### src/lop_map.svh
`ifndef LOP_MAP_SVH
`define LOP_MAP_SVH

// register byte offsets
`define LOP_OFF_MODE 12'h000
`define LOP_OFF_SELECT 12'h004
`define LOP_OFF_GROUP_DUTY 12'h008
`define LOP_OFF_GROUP_FREQ 12'h00C
`define LOP_OFF_DUTY0 12'h010
`define LOP_OFF_STATUS 12'h020

// mode register field positions
`define LOP_MODE_INVERT 0
`define LOP_MODE_PUSH_PULL 1
`define LOP_MODE_DIM_BLINK 2
`define LOP_MODE_DIS_LO 3
`define LOP_MODE_DIS_HI 4

// reset values
`define LOP_RST_INVERT 1'h0
`define LOP_RST_PUSH_PULL 1'h1
`define LOP_RST_DIM_BLINK 1'h0
`define LOP_RST_DIS_STATE 2'h0
`define LOP_RST_GROUP_DUTY 8'hFF
`define LOP_RST_GROUP_FREQ 8'h00
`define LOP_RST_SELECT 8'h00
`define LOP_RST_DUTY 8'h00

// timing
`define LOP_CLK_HZ 200000000
`define LOP_IND_HZ 97000
`define LOP_DIM_HZ 190
`define LOP_BLINK_MAX_HZ 24
`define LOP_STEPS 256
`define LOP_IND_STEP_CYC (`LOP_CLK_HZ / (`LOP_IND_HZ * `LOP_STEPS))
`define LOP_DIM_STEP_CYC (`LOP_CLK_HZ / (`LOP_DIM_HZ * `LOP_STEPS))
`define LOP_BLINK_STEP_CYC (`LOP_CLK_HZ / (`LOP_BLINK_MAX_HZ * `LOP_STEPS))

`endif

### src/lop_pkg.sv
package lop_pkg;

   localparam int unsigned NCH = 4;

   typedef enum logic [1:0] {
      LOP_SEL_OFF,
      LOP_SEL_ON,
      LOP_SEL_IND,
      LOP_SEL_GRP
   } lop_sel_e;

   typedef struct packed {
      logic paddr_ok;
      logic [11:0] paddr;
      logic pwrite;
      logic [31:0] pwdata;
   } lop_apb_req_s;

   typedef struct packed {
      logic invert;
      logic push_pull;
      logic dim_blink;
      logic [1:0] dis_state;
      logic [7:0] group_duty;
      logic [7:0] group_freq;
      logic [NCH-1:0][1:0] sel;
      logic [NCH-1:0][7:0] duty;
      logic [2:0] oe_sync;
      logic oe_high;
      logic [2:0] ind_pre;
      logic [7:0] ind_cnt;
      logic [15:0] grp_pre;
      logic [7:0] grp_sub;
      logic [7:0] grp_cnt;
      logic [NCH-1:0] pin_o;
      logic [NCH-1:0] pin_oe;
      logic pready;
      logic pslverr;
      logic [31:0] prdata;
   } lop_state_s;

endpackage : lop_pkg

### src/lop_led_stage.sv
`timescale 1ns/1ps
`include "lop_map.svh"

module lop_led_stage #(
   parameter int unsigned DIM_STEP_CYC = `LOP_DIM_STEP_CYC,
   parameter int unsigned BLINK_STEP_CYC = `LOP_BLINK_STEP_CYC
) (
   input wire logic pclk,
   input wire logic presetn,
   input wire logic psel,
   input wire logic penable,
   input wire logic pwrite,
   input wire logic [11:0] paddr,
   input wire logic [31:0] pwdata,
   output logic [31:0] prdata,
   output logic pready,
   output logic pslverr,
   input wire logic output_enable_n,
   output logic [lop_pkg::NCH-1:0] led_output_pin_o,
   output logic [lop_pkg::NCH-1:0] led_output_pin_oe
);

   localparam logic [2:0] IND_LAST = 3'(`LOP_IND_STEP_CYC - 1);
   localparam logic [15:0] DIM_LAST = 16'(DIM_STEP_CYC - 1);
   localparam logic [15:0] BLINK_LAST = 16'(BLINK_STEP_CYC - 1);

   lop_pkg::lop_state_s q;
   lop_pkg::lop_state_s d;

   assign prdata = q.prdata;
   assign pready = q.pready;
   assign pslverr = q.pslverr;
   assign led_output_pin_o = q.pin_o;
   assign led_output_pin_oe = q.pin_oe;

   always_comb begin
      logic [lop_pkg::NCH-1:0] active;
      logic grp_active;
      logic ind_active;
      logic access;
      logic hit;
      logic [31:0] rdata;
      logic [15:0] pre_last;
      active = '0;
      grp_active = 1'b0;
      ind_active = 1'b0;
      access = 1'b0;
      hit = 1'b0;
      rdata = '0;
      pre_last = '0;
      d = q;

      // pin is outside the clock domain: a change counts once stages 2 and 3 agree
      d.oe_sync = {q.oe_sync[1:0], output_enable_n};
      if (q.oe_sync[2] == q.oe_sync[1]) begin
         d.oe_high = q.oe_sync[2];
      end

      // shared fast counter: 8 clocks per step, 256 steps per period
      d.ind_pre = q.ind_pre + 3'h1;
      if (q.ind_pre == IND_LAST) begin
         d.ind_pre = 3'h0;
         d.ind_cnt = q.ind_cnt + 8'h01;
      end

      // one group generator, its pace set by the dim/blink choice
      pre_last = q.dim_blink ? BLINK_LAST : DIM_LAST;
      d.grp_pre = q.grp_pre + 16'h0001;
      if (q.grp_pre >= pre_last) begin
         d.grp_pre = 16'h0000;
         if (q.dim_blink && q.grp_sub < q.group_freq) begin
            d.grp_sub = q.grp_sub + 8'h01;
         end else begin
            d.grp_sub = 8'h00;
            d.grp_cnt = q.grp_cnt + 8'h01;
         end
      end
      grp_active = q.grp_cnt < q.group_duty;

      for (int i = 0; i < lop_pkg::NCH; i++) begin
         ind_active = q.ind_cnt < q.duty[i];
         case (lop_pkg::lop_sel_e'(q.sel[i]))
            lop_pkg::LOP_SEL_OFF: active[i] = 1'b0;
            lop_pkg::LOP_SEL_ON: active[i] = 1'b1;
            lop_pkg::LOP_SEL_IND: active[i] = ind_active;
            lop_pkg::LOP_SEL_GRP: active[i] = ind_active & grp_active;
            default: active[i] = 1'b0;
         endcase
         // inversion applied after the AND so both duties invert together
         active[i] = active[i] ^ q.invert;
         if (q.oe_high) begin
            d.pin_o[i] = q.dis_state == 2'h1;
            d.pin_oe[i] = (q.dis_state == 2'h0) | (q.dis_state == 2'h1 && q.push_pull);
         end else if (active[i]) begin
            d.pin_o[i] = 1'b0;
            d.pin_oe[i] = 1'b1;
         end else begin
            d.pin_o[i] = 1'b1;
            d.pin_oe[i] = q.push_pull;
         end
      end

      // apb: answer comes in the first cycle of the access phase, with no wait state
      access = psel & penable & q.pready;
      d.pready = psel & ~penable;
      case (paddr)
         `LOP_OFF_MODE: begin
            hit = 1'b1;
            rdata[`LOP_MODE_INVERT] = q.invert;
            rdata[`LOP_MODE_PUSH_PULL] = q.push_pull;
            rdata[`LOP_MODE_DIM_BLINK] = q.dim_blink;
            rdata[`LOP_MODE_DIS_HI:`LOP_MODE_DIS_LO] = q.dis_state;
         end
         `LOP_OFF_SELECT: begin
            hit = 1'b1;
            rdata[7:0] = q.sel;
         end
         `LOP_OFF_GROUP_DUTY: begin
            hit = 1'b1;
            rdata[7:0] = q.group_duty;
         end
         `LOP_OFF_GROUP_FREQ: begin
            hit = 1'b1;
            rdata[7:0] = q.group_freq;
         end
         `LOP_OFF_STATUS: begin
            hit = 1'b1;
            rdata[3:0] = q.pin_o;
            rdata[7:4] = q.pin_oe;
            rdata[8] = q.oe_high;
         end
         default: begin
            for (int i = 0; i < lop_pkg::NCH; i++) begin
               if (paddr == `LOP_OFF_DUTY0 + 12'(4 * i)) begin
                  hit = 1'b1;
                  rdata[7:0] = q.duty[i];
               end
            end
         end
      endcase
      // error flag pulses beside pready, so it never outlives its transfer
      d.pslverr = psel & ~penable & ~hit;
      if (psel & ~penable) begin
         d.prdata = pwrite ? 32'h0000_0000 : rdata;
      end
      if (access & pwrite & hit) begin
         case (paddr)
            `LOP_OFF_MODE: begin
               d.invert = pwdata[`LOP_MODE_INVERT];
               d.push_pull = pwdata[`LOP_MODE_PUSH_PULL];
               d.dim_blink = pwdata[`LOP_MODE_DIM_BLINK];
               d.dis_state = pwdata[`LOP_MODE_DIS_HI:`LOP_MODE_DIS_LO];
            end
            `LOP_OFF_SELECT: d.sel = pwdata[7:0];
            `LOP_OFF_GROUP_DUTY: d.group_duty = pwdata[7:0];
            `LOP_OFF_GROUP_FREQ: d.group_freq = pwdata[7:0];
            default: begin
               for (int i = 0; i < lop_pkg::NCH; i++) begin
                  if (paddr == `LOP_OFF_DUTY0 + 12'(4 * i)) begin
                     d.duty[i] = pwdata[7:0];
                  end
               end
            end
         endcase
      end
   end

   always_ff @(posedge pclk or negedge presetn) begin
      if (!presetn) begin
         q <= '0;
         q.invert <= `LOP_RST_INVERT;
         q.push_pull <= `LOP_RST_PUSH_PULL;
         q.dim_blink <= `LOP_RST_DIM_BLINK;
         q.dis_state <= `LOP_RST_DIS_STATE;
         q.group_duty <= `LOP_RST_GROUP_DUTY;
         q.group_freq <= `LOP_RST_GROUP_FREQ;
         q.sel <= `LOP_RST_SELECT;
         q.duty <= {lop_pkg::NCH{`LOP_RST_DUTY}};
         // assume disabled until the pin has been seen
         q.oe_sync <= 3'h7;
         q.oe_high <= 1'b1;
      end else begin
         q <= d;
      end
   end

endmodule : lop_led_stage

### config.mk
export PLATFORM = sky130hd
export DESIGN_NAME = lop_led_stage
export DESIGN_NICKNAME = d
export VERILOG_FILES = /design/src/lop_pkg.sv /design/src/lop_led_stage.sv
export VERILOG_INCLUDE_DIRS = /design/src
export SDC_FILE = /design/constraint.sdc
export NUM_CORES = 1
export LEC_CHECK = 0
export BUFFER_PORTS_ARGS = -buffer_cell sky130_fd_sc_hd__buf_4
export CAP_MARGIN = 25
export CORE_AREA = 2 2 108 151
export DETAILED_ROUTE_END_ITERATION = 16
export DIE_AREA = 0 0 110 153
export PLACE_DENSITY = 0.69
export SYNTH_ARGS = -nofsm -noshare
export SYNTH_HDL_FRONTEND = slang
export SYNTH_SLANG_ARGS = --single-unit
### constraint.sdc
create_clock -name pclk -period 4.3 [get_ports pclk]
set_input_delay 0.645 -clock pclk [delete_from_list [all_inputs] [get_ports pclk]]
set_output_delay 0.645 -clock pclk [all_outputs]
set_load 0.02 [all_outputs]
==> out/summary.log, run 1 <==
qor: sta.post_route_clock_skew 0.00704 ns
qor: sta.post-route-period-util 0.613
qor: logic_synthesis.synth_ff_type sky130_fd_sc_hd__dfrtp_1
qor: clocking.h-tree-depth 4
qor: critical_path.worst_path_largest_cell_delay 0.48 ns
qor: logic_synthesis.yosys_warnings 0
qor: clocking.post_cts_resize_count 0
qor: clocking.root_buffer sky130_fd_sc_hd__clkbuf_16
qor: floorplanning.die_height 153 µm
qor: drt.via_count 5779
qor: sta.fin_worst_hold_slack 0.330 ns
qor: critical_path.critPathLaunch q[147]
qor: floorplanning.start_util 0.491
qor: pwr.pwr_density_cell 331 nW/µm²
qor: pwr.power.share.clock 0.507
qor: clocking.post_cts_setup_buffer_count 0
qor: global_routing.grt.overflow.total 0
qor: clocking.tritoncts done
qor: clocking.ctsHoldBuffers 0
qor: logic_synthesis.synth_top_area_cell sky130_fd_sc_hd__dfrtp_1
qor: critical_path.crit_path_max_fanout 16
qor: pwr.leakagePower 4.05 nW
qor: critical_path.setup.worst_path.end_class flop
qor: logic_synthesis.synthesis.instances 740
qor: placement.routability_congestion 0.995
qor: pwr.comb_power_share 0.058
qor: cells_and_area.fin_util 0.546
qor: drt.detail-route-antenna-nets 0
qor: logic_synthesis.ys_types 70
qor: clocking.cts-buffers-inserted 17
qor: logic_synthesis.synth_top_area_share 0.376
qor: clocking.cts.sink_count 127
qor: clocking.worst_skew_pair.late_latency 0.42 ns
qor: cells_and_area.final_cells 975
qor: critical_path.worst-setup-path-type flop to flop
qor: pwr.cellInternalPower 0.00215 W
qor: pwr.switching_share 0.231
qor: critical_path.cpMostUsedCell sky130_fd_sc_hd__o21ai_1
qor: sta.clock.fmax 380 MHz
qor: drt.post-route-drc-count 0
qor: floorplanning.die-width 110 µm
qor: logic_synthesis.ys_ff_latch 127
qor: global_routing.grt_pass1_vias 5821
qor: sta.rsz0062_at_grt no
qor: sta.drv_slew 0
qor: logic_synthesis.synth.top_cells.by_area sky130_fd_sc_hd__dfrtp_1 38%, sky130_fd_sc_hd__ha_1 9.4%, sky130_fd_sc_hd__mux2_2 6.4%
qor: logic_synthesis.syn-cell-area 7590 µm²
qor: worst_hold_path.hold_start output_enable_n
qor: sta.post_route_minimum_period 2.63 ns
qor: critical_path.critical_path.startpoint_type flop
qor: sta.finalSetupViolCount 0
qor: pwr.share_seq_of_total_power 0.435
qor: placement.numPlacedInstances 943
qor: cells_and_area.area.growth.synth_to_final 11.4%
qor: drt.vias_per_cell 5.93
qor: placement.hpwl 13.6 mm
qor: sta.postLayoutSetupSlackWorst 1.67 ns
qor: logic_synthesis.synth-async-reset-ratio 1.00
qor: global_routing.track_usage 0.229
qor: global_routing.groute.layer.met2.usage 0.394
qor: worst_hold_path.min-delay-path-class primary input to flop
qor: sta.max_slew_margin 0.381
qor: floorplanning.io_pins 92
qor: cells_and_area.post_route_cells_drive_above_1_share 0.202
qor: critical_path.required 4.60 ns
qor: critical_path.worstPathArrival 2.93 ns
qor: global_routing.grt.busiest_layer met2
qor: critical_path.crit_slowest_cell sky130_fd_sc_hd__dfrtp_1
qor: global_routing.grt_antenna_before_repair 0
qor: global_routing.grt_use_met1 0.271
qor: floorplanning.die_area 16800 µm²
qor: drt.first_pass_iters 5
qor: critical_path.worstPathCellList inv_1 > ha_1 > or3_1 > a221o_1 > a31oi_2 > o21ai_1 > buf_4 > nand2b_1 > o21ai_1
qor: sta.worst_pin_slew 0.928 ns
qor: run.max_cap_viol 0
qor: floorplanning.row_count 54
qor: clocking.clock_path_buffers 2
qor: clocking.clock_input_transition_at_the_sequential_cells_of_the_worst_setup_and_hold_paths 0.06 ns
qor: sta.hold_viol 0
qor: pwr.netSwitchingPower 0.000648 W
qor: pwr.max-vdd-ir-drop 208 µV
qor: cells_and_area.n_antenna_cell 0
qor: drt.routedWlPerCell 18.7 µm
qor: logic_synthesis.synth.yosys.seq_area_share 0.421
qor: outcome.outcome finished, final reports clean
qor: drt.detail_route.iter0.violations 456
qor: cells_and_area.fin_nets 873
qor: critical_path.worst_r2r_startpoint q[147]
qor: placement.pre_cts_ws 1.54 ns
qor: logic_synthesis.synth-edff-count 0
qor: floorplanning.core_region_area 15500 µm²
qor: placement.placement.io_buffers 44
qor: sta.timing.setup.tns 0 ns
qor: global_routing.groute.layer.met3.usage 0.0473
qor: global_routing.grt_start_max_net_pins 73
qor: logic_synthesis.synthesis.area_per_instance 10.3 µm²
qor: drt.drt_wl_total 18.3 mm
qor: global_routing.grt_pass1_wl 29.7 mm
==> worst max-delay path: cells and delay by family (launching register included) <==
kind | cells | cell delay (ns)
DFF | 1 | 0.48
adders and majority gates | 1 | 0.22
AOI/OAI and AO/OA | 4 | 0.78
buffers and inverters | 2 | 0.46
and+or+nand+nor | 2 | 0.56
==> layout by cell type, fill, tap and decap left out, types with 10 or more instances in the layout <==
cell,n
sky130_fd_sc_hd__inv_1,57
sky130_fd_sc_hd__ha_1,57
sky130_fd_sc_hd__a21oi_1,27
sky130_fd_sc_hd__buf_4,47
sky130_fd_sc_hd__nand2_1,46
sky130_fd_sc_hd__mux2_2,43
sky130_fd_sc_hd__nand2b_1,14
sky130_fd_sc_hd__o21ai_0,47
sky130_fd_sc_hd__dfstp_2,13
sky130_fd_sc_hd__conb_1,23
sky130_fd_sc_hd__nand3_1,10
sky130_fd_sc_hd__nand4_1,13
sky130_fd_sc_hd__nor2_1,48
sky130_fd_sc_hd__dfrtp_1,114
sky130_fd_sc_hd__clkbuf_16,17
sky130_fd_sc_hd__mux2_1,16
sky130_fd_sc_hd__xor2_1,17
==> final timing paths <==
kind | cells after the start | end | slack, ns
setup / recovery | 9 | q[52] | 1.67
min in group asynchronous | 1 | q[52] | 0.35
max in group asynchronous | 2 | q[148] | 2.94
hold / removal | 1 | d[87] | 0.33
setup reg to reg | 9 | q[52] | 1.67
hold reg to reg | 0 | d[88] | 0.35
==> layer usage <==
| metal | wire, µm | share of wire | vias to the layer above |
|---|---|---|---|
| li1 | - | - | 2653 |
| met3 | 764 | 0.042 | 69 |
| met2 | 9550 | 0.52 | 204 |
| met4 | 781 | 0.043 | 0 |
| met5 | 0 | 0 | - |
| met1 | 7180 | 0.39 | 2853 |
==> power groups by stage <==
| stage | clock [W] | combinational (W) | sequential [W] |
|---|---|---|---|
| after floorplan | 0 | 0.000107 | 0.00124 |
| after global placement | 0 | 0.000159 | 0.00124 |
| after detailed placement | 0 | 0.000162 | 0.00124 |
| after CTS | 0.00144 | 0.000163 | 0.00122 |
| after global routing | 0.00151 | 0.000178 | 0.00122 |
| final | 0.00142 | 0.000164 | 0.00122 |
==> synth_stat cells, drive strengths merged, types with 4 or more instances <==
cell	instances
or3	5
a22oi	6
nor4	4
xor2	17
a211oi	5
or4	4
nand3	10
o211ai	10
dfrtp	114
buf	48
a21oi	27
a32o	6
xnor2	7
inv	57
o21ai	56
a311oi	4
mux2	60
clkbuf	14
nor2b	4
dfstp	13
ha	57
a221o	6
nor2	54
and3	9
mux2i	8
nand2b	14
nand2	46
nand4	13
and4	4
a221oi	4
a21o	4
and2	4
==> through the flow <==
stage | instance area [µm²] | power, W
final | 8450 | 0.00280
after global routing | 8450 | 0.00291
after CTS | 8450 | 0.00282
after detailed placement | 7870 | 0.00140
after global placement | 7870 | 0.00140
after floorplan | 7670 | 0.00134
==> final cells by class <==
type,instances,area [µm²]
clock buffers,22,474
flip-flops and latches,127,3190
repair buffers,47,353
inverters,57,214
clock inverters,10,111
multi-input cells,516,3860
well taps,196,245
fillers,1341,7020
==> state kept, by name, summed over array words and instances, names as in the netlist <==
signal / flops
prdata: 9
pready: 1
led_output_pin_oe: 4
pslverr: 1
led_output_pin_o: 4
d: 2
q: 106
==> cells by family (layout without fill, tap and decap cells) <==
| group | after synthesis | in the layout | share of synthesized area |
|---|---|---|---|
| compound gates | 156 | 156 | 0.139 |
| mux | 70 | 70 | 0.106 |
| buf+inv | 119 | 136 | 0.0811 |
| simple gates | 185 | 185 | 0.130 |
| fa+ha+maj | 58 | 58 | 0.0953 |
| xor+xnor | 24 | 24 | 0.0277 |
| flops | 127 | 127 | 0.421 |
| other cells | 1 | 23 | 0.000494 |
Power figures use the tool's default switching activity.
==> run 2: changes to the inputs <==
--- a/config.mk
+++ b/config.mk
@@ -11,7 +11,7 @@
 export CORE_AREA = 2 2 108 151
 export DETAILED_ROUTE_END_ITERATION = 16
 export DIE_AREA = 0 0 110 153
-export PLACE_DENSITY = 0.69
+export PLACE_DENSITY = 0.72
 export SYNTH_ARGS = -nofsm -noshare
 export SYNTH_HDL_FRONTEND = slang
 export SYNTH_SLANG_ARGS = --single-unit
==> constraint.sdc (replaced) <==
create_clock -name pclk -period 2.4 [get_ports pclk]
set_input_delay 0.36 -clock pclk [delete_from_list [all_inputs] [get_ports pclk]]
set_output_delay 0.36 -clock pclk [all_outputs]
set_load 0.02 [all_outputs]
==> run 2 against run 1 <==
Clock power rose by 100%. Critical path type unchanged. Final cell count up 2.1%. Count of clock-buffer cells in the layout decreased by 2. Critical path depth shrank 1. Sequential power up 80%.
==> out/summary.log, run 2 (same netlist as run 1, synthesis figures left out) <==
qor: outcome.outcome finished, final reports clean
qor: floorplanning.die_area 16800 µm² [unchanged]
qor: drt.first_pass_iters 5 [unchanged]
qor: sta.post_route_clock_skew 0.0100 ns [+0.00299 ns]
qor: sta.worst_pin_slew 0.693 ns [-0.235 ns]
qor: clocking.cts-buffers-inserted 17 [unchanged]
qor: floorplanning.io_pins 92 [unchanged]
qor: global_routing.track_usage 0.233 [+0.00394]
qor: drt.via_count 5702 [-1.3%]
qor: sta.max_slew_margin 0.538 [+0.157]
qor: clocking.cts.sink_count 127 [unchanged]
qor: sta.drv_slew 0 [unchanged]
qor: sta.post_route_minimum_period 2.29 ns [-0.347 ns]
qor: clocking.h-tree-depth 4 [unchanged]
qor: critical_path.crit_path_max_fanout 6 [-10]
qor: drt.routedWlPerCell 18.6 µm [-0.60%]
qor: cells_and_area.fin_nets 894 [+2.4%]
qor: drt.detail-route-antenna-nets 0 [unchanged]
qor: critical_path.timing.critical_path.buf_inv 1 [-1]
qor: floorplanning.row_count 54 [unchanged]
qor: sta.rsz0062_at_grt no
qor: cells_and_area.n_antenna_cell 0 [unchanged]
qor: placement.placement.io_buffers 44 [unchanged]
qor: sta.clock.fmax 437 MHz [+15%]
qor: placement.hpwl 13.4 mm [-1.3%]
qor: floorplanning.core_region_area 15500 µm² [unchanged]
qor: critical_path.worst-setup-path-type flop to flop
qor: sta.finalSetupViolCount 0 [unchanged]
qor: drt.vias_per_cell 5.73 [-3.3%]
qor: critical_path.setup.worst_path.end_class flop
qor: drt.drt_wl_total 18.5 mm [+1.4%]
qor: global_routing.grt_antenna_before_repair 0 [unchanged]
qor: cells_and_area.final_cells 995 [+2.1%]
qor: clocking.clock_path_buffers 2 [unchanged]
qor: placement.routability_congestion 0.929 [-6.6%]
qor: global_routing.grt_pass1_vias 5867 [+0.79%]
qor: drt.detail_route.iter0.violations 403 [-12%]
qor: worst_hold_path.min-delay-path-class primary input to asynchronous set/reset pin
qor: cells_and_area.final.fill_count 1350 [+0.67%]
qor: cells_and_area.final_cell_mix 114 x sky130_fd_sc_hd__dfrtp_1, 66 x sky130_fd_sc_hd__buf_4, 57 x sky130_fd_sc_hd__ha_1
qor: pwr.leakagePower 4.21 nW [+3.9%]
qor: sta.post-route-period-util 0.953 [+0.341]
qor: clocking.clock_input_transition_at_the_sequential_cells_of_the_worst_setup_and_hold_paths 0.06 ns [about the same]
qor: cells_and_area.fin_util 0.564 [+0.0175]
qor: placement.pre_cts_ws -0.0486 ns [-1.59 ns]
qor: cells_and_area.post_route_cells_drive_above_1_share 0.230 [+0.0287]
qor: floorplanning.die-width 110 µm [unchanged]
qor: global_routing.grt_start_max_net_pins 128 [+75%]
qor: global_routing.grt.overflow.total 0 [unchanged]
qor: critical_path.worst_path_largest_cell_delay 0.41 ns [-0.07 ns]
qor: drt.post-route-drc-count 0 [unchanged]
qor: pwr.max-vdd-ir-drop 426 µV [+100%]
qor: sta.postLayoutSetupSlackWorst 0.112 ns [-1.55 ns]
qor: floorplanning.start_util 0.491 [unchanged]
qor: clocking.ctsHoldBuffers 0 [unchanged]
qor: critical_path.critPathTopFamily compound AO/OA/AOI/OAI gates
qor: cells_and_area.largest_register_ffs 106 [unchanged]
qor: run.max_cap_viol 0 [unchanged]
qor: placement.numPlacedInstances 963 [+2.1%]
qor: critical_path.worstPathArrival 2.60 ns [-0.33 ns]
qor: clocking.root_buffer sky130_fd_sc_hd__clkbuf_16
qor: critical_path.required 2.71 ns [-1.89 ns]
qor: pwr.pwr_density_cell 611 nW/µm² [+84%]
qor: critical_path.worstPathCellList inv_2 > ha_1 > or3_1 > a221o_1 > a31oi_2 > o21ai_2 > and2_4 > mux2_4
qor: cells_and_area.registers.top_by_ff_count q
qor: clocking.worst_skew_pair.late_latency 0.43 ns [about the same]
qor: clocking.tritoncts done
qor: global_routing.grt_pass1_wl 29.5 mm [-0.61%]
qor: cells_and_area.area.growth.synth_to_final 15.0%
qor: floorplanning.die_height 153 µm [unchanged]
qor: critical_path.critical_path.startpoint_type flop
qor: sta.hold_viol 0 [unchanged]
qor: critical_path.crit_slowest_cell sky130_fd_sc_hd__dfrtp_1
qor: cells_and_area.layout_commonest_cell sky130_fd_sc_hd__dfrtp_1
-- run 2: area by class of cell --
| cell class | count | area (µm²) | share of cell area |
|---|---|---|---|
| Multi-Input combinational cell | 516 | 3900 | 0.447 |
| Sequential cell | 127 | 3190 | 0.366 |
| Timing Repair Buffer | 68 | 527 | 0.0604 |
| Clock buffer | 20 | 457 | 0.0523 |
| Tap cell | 196 | 245 | 0.0281 |
| Inverter | 57 | 214 | 0.0245 |
| Clock inverter | 11 | 188 | 0.0215 |
-- run 2: path summary, 6_finish.rpt --
check	from	end	slack, ns	cells after the start
min reg2reg	d[87]	d[88]	0.35	0
max in group asynchronous	presetn	q[66]	1.85	2
max	q[147]	q[43]	0.11	8
min in group pclk	output_enable_n	d[87]	0.04	1
min	presetn	q[51]	0.03	2
max reg2reg	q[147]	q[43]	0.11	8
-- run 2: worst register-to-register path, stage by stage (launching register included) --
cell,delay (ns)
sky130_fd_sc_hd__dfrtp_1,0.41
sky130_fd_sc_hd__inv_2,0.09
sky130_fd_sc_hd__ha_1,0.18
sky130_fd_sc_hd__or3_1,0.37
sky130_fd_sc_hd__a221o_1,0.34
sky130_fd_sc_hd__a31oi_2,0.19
sky130_fd_sc_hd__o21ai_2,0.14
sky130_fd_sc_hd__and2_4,0.17
sky130_fd_sc_hd__mux2_4,0.28
-- run 2: report_power, final --
part / switching (W) / internal (W) / total [W]
logic: 0.000207 / 0.0000928 / 0.000299
registers: 0.0000257 / 0.00217 / 0.00219
clock network: 0.000956 / 0.00188 / 0.00284
total: 0.00119 / 0.00414 / 0.00533
-- run 2: what timing repair did --
item                                    4_1_cts  5_1_grt
gates cloned                                  0        0
endpoints found under the setup margin        3       14
gates resized for setup                       2        6
setup buffers                                 0        1
pin swaps                                     0        2
-- run 2: routing by layer --
layer	vias up	GRT usage	routed length [µm]
met3	47	0.0542	707
met1	2835	0.256	7190
met5	-	0	0
met2	136	0.405	9830
li1	2684	-	-
met4	0	0.127	815
-- run 2: per-stage QoR --
stage                     area (µm²)  total power [W]  hold slack, ns  setup TNS, ns
final                           8720          0.00533          0.0322              0
after global routing            8720          0.00549          0.0259              0
after CTS                       8690          0.00536          0.0299              0
after detailed placement        8030          0.00253           0.347        -0.0944
after global placement          8030          0.00253           0.346        -0.0936
after floorplan                 7670          0.00241          0.0644              0
